--- src/sdl_consts.vh ---
// Constants of the eight-stage serial delay line.
// Included by every design file of the block; definitions only.
`ifndef SDL_CONSTS_VH
`define SDL_CONSTS_VH

// -----------------------------------------------------------------
// Chain geometry
// -----------------------------------------------------------------
`define SDL_STAGES        8
`define SDL_FILL_W        4
`define SDL_FILL_FULL     4'h8
`define SDL_FILL_RST      4'h0
`define SDL_CHAIN_RST     8'h00

// -----------------------------------------------------------------
// Output buffer geometry
// -----------------------------------------------------------------
`define SDL_BUF_WIDTH     1
`define SDL_BUF_DEPTH     8
`define SDL_BUF_PTR_W     3
`define SDL_BUF_CNT_W     4

`endif

--- src/sdl_fifo.v ---
// Synchronous FIFO with valid/ready on both sides.
// Assumes one clock and a synchronous active-high reset.
`timescale 1ns/1ps
`default_nettype none
`include "sdl_consts.vh"

module sdl_fifo #(
   parameter WIDTH = `SDL_BUF_WIDTH,
   parameter DEPTH = `SDL_BUF_DEPTH,
   parameter PTR_W = `SDL_BUF_PTR_W,
   parameter CNT_W = `SDL_BUF_CNT_W
)
(
   input  wire             clk_i,
   input  wire             srst_i,
   input  wire             in_valid_i,
   output wire             in_ready_o,
   input  wire [WIDTH-1:0] in_data_i,
   output wire             out_valid_o,
   input  wire             out_ready_i,
   output wire [WIDTH-1:0] out_data_o
);

   // ----------------------------------------------------------------
   // Storage and pointers
   // ----------------------------------------------------------------
   reg  [WIDTH-1:0] mem_q [0:DEPTH-1];
   reg  [PTR_W-1:0] wr_ptr_q;
   reg  [PTR_W-1:0] rd_ptr_q;
   reg  [CNT_W-1:0] count_q;
   wire             push;
   wire             pop;

   assign in_ready_o  = (count_q != DEPTH[CNT_W-1:0]);
   assign out_valid_o = (count_q != {CNT_W{1'b0}});
   assign out_data_o  = mem_q[rd_ptr_q];
   assign push        = in_valid_i & in_ready_o;
   assign pop         = out_valid_o & out_ready_i;

   always @(posedge clk_i)
   begin
      if (push)
      begin
         mem_q[wr_ptr_q] <= in_data_i;
      end
   end

   always @(posedge clk_i)
   begin
      if (srst_i)
      begin
         wr_ptr_q <= {PTR_W{1'b0}};
         rd_ptr_q <= {PTR_W{1'b0}};
         count_q  <= {CNT_W{1'b0}};
      end
      else
      begin
         if (push)
         begin
            wr_ptr_q <= wr_ptr_q + {{(PTR_W-1){1'b0}}, 1'b1};
         end
         if (pop)
         begin
            rd_ptr_q <= rd_ptr_q + {{(PTR_W-1){1'b0}}, 1'b1};
         end
         case ({push, pop})
            2'b10:   count_q <= count_q + {{(CNT_W-1){1'b0}}, 1'b1};
            2'b01:   count_q <= count_q - {{(CNT_W-1){1'b0}}, 1'b1};
            default: count_q <= count_q;
         endcase
      end
   end

endmodule // sdl_fifo

`default_nettype wire

--- src/sdl_delay_line.v ---
// Eight-stage serial-in serial-out delay line with a tap buffer.
// Assumes inputs synchronous to clk_i and a synchronous reset.
//
// Function
// - Eight stages chained, enter first, leave last
// - First stage loads AND of both inputs
// - Each rising edge shifts every stage onward
// - One common clock advances all stages
// - Last stage drives true output; complement comes from its own register loaded with the inverse of the last stage's next value
// - Output equals ANDed input eight edges later
`timescale 1ns/1ps
`default_nettype none
`include "sdl_consts.vh"

module sdl_delay_line
(
   input  wire  clk_i,
   input  wire  srst_i,
   input  wire  data_a_i,
   input  wire  data_b_i,
   output wire  data_true_o,
   output wire  data_comp_o,
   output wire  chain_primed_o,
   output wire  buf_ready_o,
   output wire  buf_overflow_o,
   output wire  tap_valid_o,
   input  wire  tap_ready_i,
   output wire  tap_data_o
);

   // ----------------------------------------------------------------
   // Entry gate
   // ----------------------------------------------------------------
   wire entry_bit;

   assign entry_bit = data_a_i & data_b_i;

   // ----------------------------------------------------------------
   // Stage next values
   // ----------------------------------------------------------------
   reg  [`SDL_STAGES-1:0] stage_q;
   wire [`SDL_STAGES-1:0] stage_d;

   genvar g;
   generate
      for (g = 0; g < `SDL_STAGES; g = g + 1)
      begin : g_stage
         if (g == 0)
         begin : g_first
            assign stage_d[g] = entry_bit;
         end
         else
         begin : g_rest
            assign stage_d[g] = stage_q[g-1];
         end
      end
   endgenerate

   // ----------------------------------------------------------------
   // Stage registers
   // ----------------------------------------------------------------
   always @(posedge clk_i)
   begin
      if (srst_i)
      begin
         stage_q <= `SDL_CHAIN_RST;
      end
      else
      begin
         stage_q <= stage_d;
      end
   end

   // ----------------------------------------------------------------
   // Complement output
   // ----------------------------------------------------------------
   reg  comp_q;
   wire comp_d;

   assign comp_d = ~stage_d[`SDL_STAGES-1];

   always @(posedge clk_i)
   begin
      if (srst_i)
      begin
         comp_q <= 1'b1;
      end
      else
      begin
         comp_q <= comp_d;
      end
   end

   // ----------------------------------------------------------------
   // Fill state machine
   // ----------------------------------------------------------------
   localparam [1:0] ST_FILL   = 2'b01;
   localparam [1:0] ST_PRIMED = 2'b10;

   reg  [1:0]             fill_st_q;
   reg  [1:0]             fill_st_d;
   reg  [`SDL_FILL_W-1:0] fill_q;
   reg  [`SDL_FILL_W-1:0] fill_d;
   reg                    primed_q;
   reg                    primed_d;
   wire                   fill_last;

   assign fill_last = (fill_q == (`SDL_FILL_FULL - 4'h1));

   always @*
   begin
      fill_st_d = fill_st_q;
      fill_d    = fill_q;
      primed_d  = primed_q;
      case (fill_st_q)
         ST_FILL:
         begin
            fill_d   = fill_q + 4'h1;
            primed_d = 1'b0;
            if (fill_last)
            begin
               fill_st_d = ST_PRIMED;
               primed_d  = 1'b1;
            end
         end
         ST_PRIMED:
         begin
            fill_d   = `SDL_FILL_FULL;
            primed_d = 1'b1;
         end
         default:
         begin
            fill_st_d = ST_FILL;
            fill_d    = `SDL_FILL_RST;
            primed_d  = 1'b0;
         end
      endcase
   end

   // ----------------------------------------------------------------
   // Fill registers
   // ----------------------------------------------------------------
   always @(posedge clk_i)
   begin
      if (srst_i)
      begin
         fill_st_q <= ST_FILL;
         fill_q    <= `SDL_FILL_RST;
         primed_q  <= 1'b0;
      end
      else
      begin
         fill_st_q <= fill_st_d;
         fill_q    <= fill_d;
         primed_q  <= primed_d;
      end
   end

   // ----------------------------------------------------------------
   // Tap buffer storage
   // ----------------------------------------------------------------
   wire fifo_in_ready;
   wire fifo_out_valid;
   wire fifo_out_data;
   wire fifo_pop;
   wire tap_free;
   reg  tap_valid_q;

   assign tap_free = ~tap_valid_q | tap_ready_i;
   assign fifo_pop = fifo_out_valid & tap_free;

   sdl_fifo #(
      .WIDTH (`SDL_BUF_WIDTH),
      .DEPTH (`SDL_BUF_DEPTH),
      .PTR_W (`SDL_BUF_PTR_W),
      .CNT_W (`SDL_BUF_CNT_W)
   )
   u_fifo
   (
      .clk_i       (clk_i),
      .srst_i      (srst_i),
      .in_valid_i  (primed_q),
      .in_ready_o  (fifo_in_ready),
      .in_data_i   (stage_q[`SDL_STAGES-1]),
      .out_valid_o (fifo_out_valid),
      .out_ready_i (fifo_pop),
      .out_data_o  (fifo_out_data)
   );

   // ----------------------------------------------------------------
   // Tap output stage
   // ----------------------------------------------------------------
   localparam [1:0] TAP_EMPTY = 2'b01;
   localparam [1:0] TAP_HELD  = 2'b10;

   reg  [1:0] tap_st_q;
   reg  [1:0] tap_st_d;
   reg        tap_valid_d;
   reg        tap_data_q;
   reg        tap_data_d;

   always @*
   begin
      tap_st_d   = tap_st_q;
      tap_data_d = tap_data_q;
      case (tap_st_q)
         TAP_EMPTY:
         begin
            if (fifo_pop)
            begin
               tap_st_d   = TAP_HELD;
               tap_data_d = fifo_out_data;
            end
         end
         TAP_HELD:
         begin
            if (fifo_pop)
            begin
               tap_data_d = fifo_out_data;
            end
            else if (tap_ready_i)
            begin
               tap_st_d = TAP_EMPTY;
            end
         end
         default:
         begin
            tap_st_d = TAP_EMPTY;
         end
      endcase
      tap_valid_d = (tap_st_d == TAP_HELD);
   end

   always @(posedge clk_i)
   begin
      if (srst_i)
      begin
         tap_st_q    <= TAP_EMPTY;
         tap_valid_q <= 1'b0;
         tap_data_q  <= 1'b0;
      end
      else
      begin
         tap_st_q    <= tap_st_d;
         tap_valid_q <= tap_valid_d;
         tap_data_q  <= tap_data_d;
      end
   end

   // ----------------------------------------------------------------
   // Buffer ready
   // ----------------------------------------------------------------
   reg  buf_ready_q;
   reg  buf_ready_d;

   always @*
   begin
      buf_ready_d = fifo_in_ready;
   end

   always @(posedge clk_i)
   begin
      if (srst_i)
      begin
         buf_ready_q <= 1'b1;
      end
      else
      begin
         buf_ready_q <= buf_ready_d;
      end
   end

   // ----------------------------------------------------------------
   // Overflow flag
   // ----------------------------------------------------------------
   wire drop_bit;
   reg  overflow_q;
   reg  overflow_d;

   assign drop_bit = primed_q & ~fifo_in_ready;

   always @*
   begin
      overflow_d = overflow_q | drop_bit;
   end

   always @(posedge clk_i)
   begin
      if (srst_i)
      begin
         overflow_q <= 1'b0;
      end
      else
      begin
         overflow_q <= overflow_d;
      end
   end

   // ----------------------------------------------------------------
   // Output ports
   // ----------------------------------------------------------------
   assign data_true_o    = stage_q[`SDL_STAGES-1];
   assign data_comp_o    = comp_q;
   assign chain_primed_o = primed_q;
   assign tap_valid_o    = tap_valid_q;
   assign tap_data_o     = tap_data_q;
   assign buf_ready_o    = buf_ready_q;
   assign buf_overflow_o = overflow_q;

endmodule // sdl_delay_line

`default_nettype wire

--- config.mk ---
export PLATFORM = sky130hd
export DESIGN_NAME = sdl_delay_line
export DESIGN_NICKNAME = d
export VERILOG_FILES = /design/src/sdl_fifo.v /design/src/sdl_delay_line.v
export VERILOG_INCLUDE_DIRS = /design/src /design/src/src
export SDC_FILE = /design/constraint.sdc
export NUM_CORES = 1
export LEC_CHECK = 0
export ABC_AREA = 1
export BUFFER_PORTS_ARGS = -buffer_cell sky130_fd_sc_hd__buf_2
export CELL_PAD_IN_SITES_DETAIL_PLACEMENT = 0
export CELL_PAD_IN_SITES_GLOBAL_PLACEMENT = 1
export CORE_MARGIN = 2
export CORE_UTILIZATION = 44
export DETAILED_ROUTE_END_ITERATION = 6
export HOLD_SLACK_MARGIN = 0.1
export PLACE_DENSITY_LB_ADDON = 0.15
export SLEW_MARGIN = 15
export SYNTH_ARGS = -nofsm -noshare
export SYNTH_HDL_FRONTEND = slang
export SYNTH_SLANG_ARGS = --single-unit
--- constraint.sdc ---
create_clock -name clk_i -period 2.1 [get_ports clk_i]
set_input_delay 0.21 -clock clk_i [delete_from_list [all_inputs] [get_ports clk_i]]
set_output_delay 0.21 -clock clk_i [all_outputs]
set_load 0.02 [all_outputs]
==> results.sh, run 1 <==
export IMPL_synth_cell_types=24
export IMPL_rr_worst_depth=12
export IMPL_ir_drop_mv=0.547
export IMPL_worst_ep_arrival_time_ns=2.14
export IMPL_gr_usage_all_layers_pct=15.5
export IMPL_timing_slew_headroom_pct=77.5
export IMPL_finalHoldViolations=0
export IMPL_power_density_nw_per_um2=1280
export IMPL_cp_data_required_time_ns=2.29
export IMPL_combinationalPowerShare_pct=39.8
export IMPL_synth_flop_cell="dfxtp_1"
export IMPL_cts_tree="built"
export IMPL_fmax_ghz=0.511
export IMPL_synth_area_leader_cell="dfxtp_1"
export IMPL_async_flop_share_pct=0
export IMPL_synthToLayoutAreaGrowth_pct=12.1
export IMPL_start_util_pct=46.9
export IMPL_netlist_area_um2=1750
export IMPL_r2r_start="u_fifo.count_q[0]"
export IMPL_final_common_cell="nand2_1"
export IMPL_diodes=0
export IMPL_synth_edf_count=8
export IMPL_drtAntennaViolNets=0
export IMPL_cts_sinks=40
export IMPL_cts_clk_slew_worst_paths_ns=0.07
export IMPL_gp_congestion=0.844
export IMPL_crit_path_cell_trace="nor2_4, nand3_2, nand2_4, inv_4, ha_2, nor2_1, nor2_2, ha_1, a21oi_1, xnor2_1, o21ai_0, inv_1"
export IMPL_p_int_w=0.00152
export IMPL_synth_warnings=0
export IMPL_end_kind="flip-flop"
export IMPL_hold_slack_ns=0.136
export IMPL_ys_seq_elements=40
export IMPL_cp_slowest_stage_delay_ns=0.37
export IMPL_grt_pass1_wl_um=5140
export IMPL_cp_top_family="simple AND/OR/NAND/NOR gates"
export IMPL_cap_viol_max_count=0
export IMPL_cts_max_path_buffers=2
export IMPL_fin_worst_skew_ns=0.00541
export IMPL_cp_start_kind="flip-flop"
export IMPL_cts_htree_levels=2
export IMPL_yosys_top_cells_area="dfxtp_1, edfxtp_1, nand2_1"
export IMPL_crit_path_end="u_fifo.count_q[2]"
export IMPL_swShare_pct=39.6
export IMPL_period_needed_ns=1.96
export IMPL_tns_ns=0
export IMPL_rsz0062_at_grt="false"
export IMPL_layout_drive_gt1_share_pct=12.3
export IMPL_fp_dieW_um=67.1
export IMPL_wl_um=2960
export IMPL_grt_max_degree=18
export IMPL_first_iter_violations=28
export IMPL_period_share_pct=93.1
export IMPL_cellLeakagePower_nw=0.898
export IMPL_power_frac_clock_pct=19.5
export IMPL_crit_start="u_fifo.count_q[0]"
export IMPL_antenna_found_initial=0
export IMPL_avgSynthCellArea_um2=8.08
export IMPL_r2r_setup_slack_ns=0.14
export IMPL_p_total_w=0.00252
export IMPL_nFillCells=367
export IMPL_critPathSlowestCell="dfxtp_1"
export IMPL_switchingPower_w=0.000996
export IMPL_ios=12
export IMPL_core_area_um2=3740
export IMPL_worst_slew_pin_slew_ns=0.338
export IMPL_ys_seq_area_share_pct=50.2
export IMPL_setup_viol=0
export IMPL_dieArea_um2=4510
export IMPL_r2r_end="u_fifo.count_q[2]"
export IMPL_slew_violations=0
export IMPL_drcViolationCount=0
export IMPL_cp_num_buf_inv=2
export IMPL_hp_class="in -> reg"
export IMPL_final_cell_mix="nand2_1, inv_1, dfxtp_1"
export IMPL_viasPerCell=4.77
export IMPL_p_seq_share_pct=40.7
export IMPL_drt_pass1_iterations=4
export IMPL_numPortBuffers=11
export IMPL_wl_per_cell_um=10.4
export IMPL_synth_fp_nets=232
export IMPL_via_count=1355
export IMPL_grt_pass1_vias=1260
export IMPL_clockRootBuffer="clkbuf_8"
export IMPL_crit_fanout=8
export IMPL_crit_cells=12
export IMPL_dpl_hpwl_um=2220
export IMPL_syn_inst=217
export IMPL_fp_dieH_um=67.1
export IMPL_final_util_pct=52.5
export IMPL_holdBufCountCts=0
export IMPL_clk_latency_ns=0.29
export IMPL_cts_made_buffers=5
export IMPL_path_class="reg -> reg"
export IMPL_grt_overflow_total=0
export IMPL_rows=22
export IMPL_synth_top_area_share_pct=36.5
export IMPL_status="completed"
export IMPL_nets=250
[state kept, by name, indices dropped and copies added, names as in the netlist, 2 cells and up]
signal           cells
u_fifo.wr_ptr_q      3
u_fifo.mem_q         8
tap_st_q             2
u_fifo.count_q       4
fill_q               4
stage_q              8
u_fifo.rd_ptr_q      3
fill_st_q            2
[how the worst min path moves through the flow]
stage / start / endpoint / depth (start not counted)
after floorplan: data_b_i / stage_q[0] / 2
after global placement: stage_q[6] / data_comp_o / 1
after detailed placement: stage_q[6] / data_comp_o / 1
after CTS: data_b_i / stage_q[0] / 3
after global routing: data_b_i / stage_q[0] / 3
final: data_b_i / stage_q[0] / 3
[Yosys cell counts, types with 2 or more instances]
cell type	count
ha_1	10
nor2_2	2
nand3_1	14
a21oi_1	11
nor2_1	30
o21ai_0	10
xnor2_1	3
nand2_1	43
inv_1	40
dfxtp_1	32
edfxtp_1	8
nand4_1	2
[cells by family (layout without fill, tap and decap cells)]
group           after synthesis  after routing  share of synthesized area [%]
compound gates               24             24                           7.56
buf+inv                      43             62                           9.56
fa+ha+maj                    10             10                           7.13
xor+xnor                      3              3                           1.50
flops                        40             40                           50.2
simple gates                 97             97                           24.0
[final cells by class]
type,count,area (um2),area share [%]
clock inverters,2,12.5,0.637
inverters,41,156,7.96
well taps,48,60.1,3.06
multi-input cells,134,713,36.3
repair buffers,13,70.1,3.56
clock buffers,6,72.6,3.69
flip-flops and latches,40,881,44.8
[routing by layer]
layer / up-vias / track usage (%) / routed length, um
met5: - / 0 / 0
met4: 0 / 7.65 / 57
met3: 6 / 5.00 / 86
met2: 11 / 28.3 / 1540
met1: 625 / 15.9 / 1280
li1: 713 / - / -
[stage by stage]
stage | cell area (um2) | cells | worst slack, ns
3_5_place_dp | 1860 | 274 | 0.0988
4_1_cts | 1940 | 282 | 0.0875
2_1_floorplan | 1750 | 217 | 0.309
3_3_place_gp | 1860 | 274 | 0.214
5_1_grt | 1970 | 284 | 0.000723
6_report | 1970 | 284 | 0.144
[tightest hold or removal path: stages]
cell and delay (ns):
buf_2 0.07, nand2_1 0.04, nor2_1 0.07
[power groups by stage]
stage | Combinational, W | Sequential, W | Clock, W
5_1_grt | 0.00117 | 0.00104 | 0.000553
3_5_place_dp | 0.000992 | 0.00103 | 0
4_1_cts | 0.000993 | 0.00102 | 0.000513
6_report | 0.00100 | 0.00102 | 0.000490
2_1_floorplan | 0.000783 | 0.00103 | 0
3_3_place_gp | 0.000974 | 0.00103 | 0
[timing repair]
item	in CTS	in global routing
setup endpoints to repair	0	1
setup buffers	0	2
gates resized for setup	0	2
Note: power is estimated with default switching activity, not from simulation.
==> run 2: changes to the inputs <==
--- a/config.mk
+++ b/config.mk
@@ -8,14 +8,15 @@
 export LEC_CHECK = 0
 export ABC_AREA = 1
 export BUFFER_PORTS_ARGS = -buffer_cell sky130_fd_sc_hd__buf_2
-export CELL_PAD_IN_SITES_DETAIL_PLACEMENT = 0
+export CELL_PAD_IN_SITES_DETAIL_PLACEMENT = 1
 export CELL_PAD_IN_SITES_GLOBAL_PLACEMENT = 1
 export CORE_MARGIN = 2
-export CORE_UTILIZATION = 44
+export CORE_UTILIZATION = 45
 export DETAILED_ROUTE_END_ITERATION = 6
 export HOLD_SLACK_MARGIN = 0.1
 export PLACE_DENSITY_LB_ADDON = 0.15
 export SLEW_MARGIN = 15
 export SYNTH_ARGS = -nofsm -noshare
 export SYNTH_HDL_FRONTEND = slang
+export SYNTH_HIERARCHICAL = 1
 export SYNTH_SLANG_ARGS = --single-unit
==> run 2 against run 1 <==
Via count up 5.7%. Count of clock-buffer cells in the layout up 2. Largest cell class unchanged. Power down 35%. Register-to-register slack better by 0.02 ns. Sequential share of layout area down 0.88 points. Final cell count up 2.5%. Sequential power down 15%. Die area up 3.8%. Hold slack worse by 0.0078 ns. Critical path type unchanged.
==> results.sh, run 2 <==
export IMPL_status="completed"
export IMPL_r2r_setup_slack_ns=0.16
export IMPL_ys_seq_area_share_pct=50.4
export IMPL_seq_area_um2=946
export IMPL_rows=23
export IMPL_hp_class="in -> reg"
export IMPL_async_flop_share_pct=0
export IMPL_cp_start_kind="flip-flop"
export IMPL_synth_edf_count=8
export IMPL_netlist_area_um2=1870
export IMPL_core_area_um2=4000
export IMPL_tns_ns=0
export IMPL_timing_slew_headroom_pct=77.3
export IMPL_wl_um=3660
export IMPL_synthToLayoutAreaGrowth_pct=15.3
export IMPL_critPathSlowestCell="dfxtp_4"
export IMPL_nets=255
export IMPL_r2r_start="u_fifo/count_q[1]"
export IMPL_final_cell_mix="inv_1, nor2_1, dfxtp_1"
export IMPL_viasPerCell=4.92
export IMPL_layout_drive_gt1_share_pct=19.9
export IMPL_ys_seq_elements=43
export IMPL_ios=12
export IMPL_reg_largest_list="stage_q x8, u_fifo/mem_q x8"
export IMPL_final_common_cell="inv_1"
export IMPL_synth_flop_cell="dfxtp_1"
export IMPL_clockRootBuffer="clkbuf_8"
export IMPL_worst_ep_arrival_time_ns=2.12
export IMPL_r2r_end="u_fifo/count_q[2]"
export IMPL_antenna_found_initial=0
export IMPL_power_density_nw_per_um2=759
export IMPL_numPortBuffers=11
export IMPL_syn_inst=219
export IMPL_cp_slowest_stage_delay_ns=0.38
export IMPL_setup_viol=0
export IMPL_cts_htree_levels=2
export IMPL_synth_area_leader_cell="dfxtp_1"
export IMPL_crit_fanout=5
export IMPL_multi_input_area_um2=785
export IMPL_fp_dieH_um=68.4
export IMPL_synthTopCellsByCount="inv_1, dfxtp_1, nor2_1, nand2_1, o21ai_0"
export IMPL_grt_overflow_total=0
export IMPL_grt_pass1_wl_um=6110
export IMPL_worst_slew_pin_slew_ns=0.341
export IMPL_finalHoldViolations=0
export IMPL_post_cts_buffers=0
export IMPL_grt_max_degree=19
export IMPL_p_total_w=0.00164
export IMPL_cp_num_buf_inv=3
export IMPL_rr_worst_depth=14
export IMPL_dieArea_um2=4680
export IMPL_clk_latency_ns=0.29
export IMPL_grt_pass1_vias=1414
export IMPL_dpl_cell_area_um2=2010
export IMPL_place_ws_ns=-0.0492
export IMPL_cellLeakagePower_nw=0.981
export IMPL_synth_top_area_share_pct=37.5
export IMPL_drt_pass1_iterations=4
export IMPL_cts_max_path_buffers=2
export IMPL_cts_made_buffers=5
export IMPL_holdBufCountCts=0
export IMPL_cp_top_family="simple AND/OR/NAND/NOR gates"
export IMPL_synth_fp_nets=234
export IMPL_drtAntennaViolNets=0
export IMPL_fmax_ghz=0.516
export IMPL_gr_usage_all_layers_pct=18.1
export IMPL_end_kind="flip-flop"
export IMPL_drcViolationCount=0
export IMPL_fin_worst_skew_ns=0.00731
export IMPL_cp_data_required_time_ns=2.29
export IMPL_rsz0062_at_grt="false"
export IMPL_via_count=1432
export IMPL_dpl_hpwl_um=2860
export IMPL_ir_drop_mv=0.394
export IMPL_start_util_pct=46.7
export IMPL_synth_most_common_cell="inv_1"
export IMPL_slew_violations=0
export IMPL_hp_start="data_b_i"
export IMPL_avgSynthCellArea_um2=8.52
export IMPL_cts_clk_slew_worst_paths_ns=0.08
export IMPL_fp_dieW_um=68.4
export IMPL_wl_per_cell_um=12.6
export IMPL_synth_warnings=6
export IMPL_whs_path_depth=3
export IMPL_min_to="stage_q[0]"
export IMPL_cts_tree="built"
export IMPL_cts_sinks=43
export IMPL_stdcell_area_um2=2150
export IMPL_cap_viol_max_count=0
export IMPL_yosys_top_cells_area="dfxtp_1, edfxtp_1, inv_1"
export IMPL_period_needed_ns=1.94
export IMPL_path_class="reg -> reg"
export IMPL_diodes=0
export IMPL_period_share_pct=92.3
export IMPL_nFillCells=500
export IMPL_gp_congestion=0.841
export IMPL_synth_cell_types=30
export IMPL_fin_ws_ns=0.163
export IMPL_crit_path_cell_trace="nor2_4, nand3_2, nand2_2, inv_1, nand2_2, inv_2, ha_2, nor2_2, nor2_4, ha_1, a21oi_2, xnor2_1, o21ai_0, inv_1"
export IMPL_first_iter_violations=68
run 2: layer usage:
metal,vias up,wire length (um),global-route usage [%]
met1,689,1620,19.2
met4,0,25,6.75
met5,-,0,0
met3,2,82,5.92
met2,13,1940,32.9
li1,728,-,-
run 2: through the flow:
step	std cells	utilization [%]	hold slack, ns
floorplan	219	-	0.279
global placement	283	50.2	0.387
detailed placement	283	50.2	0.399
CTS	291	53.4	0.120
global route	291	53.8	0.141
finish	291	53.8	0.129
run 2: worst max path at each step:
stage / start / end / slack (ns) / depth (start not counted)
3_5_place_dp: u_fifo/count_q[1] / u_fifo/count_q[2] / -0.05 / 14
4_1_cts: u_fifo/count_q[1] / u_fifo/count_q[2] / 0.002 / 14
6_report: u_fifo/count_q[1] / u_fifo/count_q[2] / 0.16 / 14
5_1_grt: u_fifo/count_q[1] / u_fifo/count_q[3] / 0.01 / 14
2_1_floorplan: u_fifo/count_q[1] / u_fifo/count_q[2] / 0.11 / 14
3_3_place_gp: u_fifo/count_q[1] / u_fifo/count_q[2] / 0.09 / 14
run 2: worst reg2reg max path, stage by stage (launching register included):
cell and delay [ns]:
dfxtp_4 0.38, nor2_4 0.10, nand3_2 0.09, nand2_2 0.10, inv_1 0.06, nand2_2 0.10, inv_2 0.04, ha_2 0.19
nor2_2 0.16, nor2_4 0.06, ha_1 0.19, a21oi_2 0.11, xnor2_1 0.08, o21ai_0 0.13, inv_1 0.05
run 2: layout make-up:
cell class	instances	area share, %
clock buffers	8	5.69
inverters	40	7.09
multi-input cells	135	36.4
flip-flops and latches	43	43.9
well taps	50	2.91
repair buffers	15	3.95
run 2: kinds of logic (layout without fill, tap and decap cells):
group           after synthesis  after routing  share of synthesized area (%)
xor+xnor                      3              3                           1.41
compound gates               32             32                           9.85
flops                        43             43                           50.4
fa+ha+maj                    10             10                           6.70
buf+inv                      41             63                           8.44
simple gates                 90             90                           23.2
run 2: power by group:
part | switching, W | internal, W | total, W
Clock | 0.000272 | 0.000380 | 0.000651
Sequential | 0.0000171 | 0.000853 | 0.000870
Combinational | 0.0000681 | 0.0000462 | 0.000114
Total | 0.000357 | 0.00128 | 0.00164
run 2: timing repair:
item	4_1_cts	5_1_grt
hold endpoints to repair	0	0
resized for setup	1	7
pin swaps	1	1
endpoints found under the setup margin	1	2
==> run 3: changes to the inputs <==
--- a/config.mk
+++ b/config.mk
@@ -10,9 +10,10 @@
 export BUFFER_PORTS_ARGS = -buffer_cell sky130_fd_sc_hd__buf_2
 export CELL_PAD_IN_SITES_DETAIL_PLACEMENT = 1
 export CELL_PAD_IN_SITES_GLOBAL_PLACEMENT = 1
-export CORE_MARGIN = 2
+export CORE_MARGIN = 4
 export CORE_UTILIZATION = 45
 export DETAILED_ROUTE_END_ITERATION = 6
+export GPL_TIMING_DRIVEN = 0
 export HOLD_SLACK_MARGIN = 0.1
 export PLACE_DENSITY_LB_ADDON = 0.15
 export SLEW_MARGIN = 15
==> run 3 against run 2 <==
Sequential share of layout area is 0.73 points higher. Non-clock buffer count is 1 lower. Core utilization is 0.59 points lower. Routed wire length is 0.93% lower. Via count is 0.28% lower. Clock skew is 0.0031 ns lower. Combinational power hardly changed. Clock power is 23% lower. Largest cell class unchanged. Die area is 12% higher. Cell area is 1.1% lower. Maximum frequency is 1.9% lower. Count of clock-buffer cells in the layout is 2 lower.
==> results.sh, run 3 (synthesized netlist as in run 2, its figures left out) <==
export IMPL_route_met2_wl_um=1960
export IMPL_gp_congestion=0.860
export IMPL_via_count=1428
export IMPL_min_to="stage_q[0]"
export IMPL_layout_drive_gt1_share_pct=20.4
export IMPL_cts_tree="built"
export IMPL_r2r_setup_slack_ns=0.13
export IMPL_wl_per_cell_um=12.5
export IMPL_first_iter_violations=40
export IMPL_worst_ep_arrival_time_ns=2.16
export IMPL_final_util_pct=53.2
export IMPL_drcViolationCount=0
export IMPL_numPortBuffers=11
export IMPL_grt_overflow_total=0
export IMPL_path_class="reg -> reg"
export IMPL_fp_dieH_um=72.4
export IMPL_drtAntennaViolNets=0
export IMPL_timing_slew_headroom_pct=84.8
export IMPL_r2r_start="u_fifo/count_q[0]"
export IMPL_nets=254
export IMPL_cellLeakagePower_nw=0.974
export IMPL_dpl_hpwl_um=2890
export IMPL_reg_largest_list="stage_q x8, u_fifo/mem_q x8"
export IMPL_grt_max_degree=14
export IMPL_cts_max_path_buffers=2
export IMPL_crit_fanout=6
export IMPL_swShare_pct=23.9
export IMPL_antenna_found_initial=0
export IMPL_worst_slew_pin_slew_ns=0.226
export IMPL_wl_met3_um=107
export IMPL_p_seq_share_pct=58.5
export IMPL_p_int_w=0.00113
export IMPL_period_share_pct=94.0
export IMPL_rr_worst_depth=14
export IMPL_gr_usage_all_layers_pct=16.2
export IMPL_wl_um=3630
export IMPL_cts_htree_levels=2
export IMPL_ir_drop_mv=0.409
export IMPL_ios=12
export IMPL_finalHoldViolations=0
export IMPL_tns_ns=0
export IMPL_grt_pass1_vias=1550
export IMPL_r2r_end="u_fifo/count_q[2]"
export IMPL_cap_viol_max_count=0
export IMPL_switchingPower_w=0.000355
export IMPL_grt_pass1_wl_um=6580
export IMPL_cp_start_kind="flip-flop"
export IMPL_topRoutingLayerUsed="met4"
export IMPL_period_needed_ns=1.97
export IMPL_cpMostUsedCell="nor2_4"
export IMPL_start_util_pct=46.7
export IMPL_clockRootBuffer="clkbuf_8"
export IMPL_rows=23
export IMPL_hp_class="in -> reg"
export IMPL_diodes=0
export IMPL_cp_slowest_stage_delay_ns=0.37
export IMPL_end_kind="flip-flop"
export IMPL_crit_path_cell_trace="nor2_4, nand3_2, nand2_2, inv_1, nand2_4, inv_4, ha_4, nor2_4, nor2_4, ha_1, a21oi_1, xnor2_1, o21ai_1, inv_1"
export IMPL_viasPerCell=4.92
export IMPL_fin_worst_skew_ns=0.00422
export IMPL_status="completed"
export IMPL_combinationalPowerShare_pct=7.8
export IMPL_clk_latency_ns=0.29
export IMPL_nFillCells=483
export IMPL_cts_sinks=43
export IMPL_critPathSlowestCell="dfxtp_4"
export IMPL_power_frac_clock_pct=33.7
export IMPL_drt_pass1_iterations=4
export IMPL_holdBufCountCts=0
export IMPL_cts_made_buffers=5
export IMPL_cts_clk_slew_worst_paths_ns=0.08
export IMPL_cp_data_required_time_ns=2.29
export IMPL_dieArea_um2=5240
export IMPL_setup_viol=0
export IMPL_whs_path_depth=3
export IMPL_slew_violations=0
export IMPL_synthToLayoutAreaGrowth_pct=14.1
export IMPL_hp_start="data_b_i"
export IMPL_core_area_um2=4000
export IMPL_met1_length_um=1500
export IMPL_final_cell_mix="inv_1, nor2_1, dfxtp_1"
export IMPL_final_common_cell="inv_1"
export IMPL_fmax_ghz=0.506
export IMPL_fp_dieW_um=72.4
export IMPL_power_density_nw_per_um2=698
[run 3: cell count changes in the layout (fill, tap and decap cells not counted), sizes merged]
cell	previous run	this run
clkinvlp	0	1
clkinv	1	2
clkbuf	8	6
buf	15	14
[run 3: metrics by stage]
| step | cell area [um2] | hold WS [ns] | setup slack (ns) | cells | power [W] |
|---|---|---|---|---|---|
| 2_1_floorplan | 1870 | 0.279 | 0.113 | 219 | 0.000972 |
| 3_3_place_gp | 1980 | 0.381 | -0.0956 | 280 | 0.000993 |
| 3_5_place_dp | 1980 | 0.382 | -0.222 | 280 | 0.00101 |
| 4_1_cts | 2110 | 0.118 | 0.00133 | 290 | 0.00151 |
| 5_1_grt | 2130 | 0.142 | -0.0168 | 290 | 0.00157 |
| 6_report | 2130 | 0.124 | 0.125 | 290 | 0.00149 |
[run 3: metal layers]
metal | up-vias | global-route usage, %
li1 | 732 | -
met1 | 675 | 17.5
met2 | 14 | 29.6
met3 | 7 | 4.29
met4 | 0 | 6.97
met5 | - | 0
[run 3: worst max path at each step]
stage,cells past startpoint,from,end,slack [ns]
floorplan,14,u_fifo/count_q[1],u_fifo/count_q[2],0.11
global placement,14,u_fifo/count_q[1],u_fifo/count_q[2],-0.1
detailed placement,14,u_fifo/count_q[1],u_fifo/count_q[2],-0.22
CTS,15,u_fifo/count_q[2],u_fifo/count_q[2],0.001
global route,15,u_fifo/count_q[1],u_fifo/count_q[2],-0.02
finish,14,u_fifo/count_q[0],u_fifo/count_q[2],0.13
[run 3: power groups by stage]
| stage | Combinational [W] | Sequential [W] | Clock [W] |
|---|---|---|---|
| finish | 0.000116 | 0.000869 | 0.000500 |
| global route | 0.000134 | 0.000872 | 0.000561 |
| CTS | 0.000119 | 0.000871 | 0.000519 |
| detailed placement | 0.000119 | 0.000890 | 0 |
| global placement | 0.000106 | 0.000888 | 0 |
| floorplan | 0.0000852 | 0.000886 | 0 |
[run 3: final cells by class]
cell class / count / area, um2 / area share, %
sequential: 43 / 951 / 44.7
multi-input combinational: 135 / 801 / 37.6
inverter: 40 / 155 / 7.29
clock buffer: 6 / 72.6 / 3.41
timing repair buffer: 13 / 70.1 / 3.29
tap: 50 / 62.6 / 2.94
clock inverter: 2 / 12.5 / 0.588
buffer: 1 / 5.00 / 0.235
[run 3: what timing repair did]
item,4_1_cts,5_1_grt
endpoints found under the setup margin,2,3
gates cloned,0,0
setup buffers,2,0
pin swaps,3,1
gates resized for setup,8,8
hold endpoints to repair,0,0
[run 3: critical path: cells and delay by family, from the launching register on]
family / cells / cell delay (ns)
and+or+nand+nor: 6 / 0.60
adders and majority gates: 2 / 0.34
DFF: 1 / 0.37
xor gates and xnor gates: 1 / 0.09
buffers and inverters: 3 / 0.19
AOI/OAI and AO/OA: 2 / 0.27
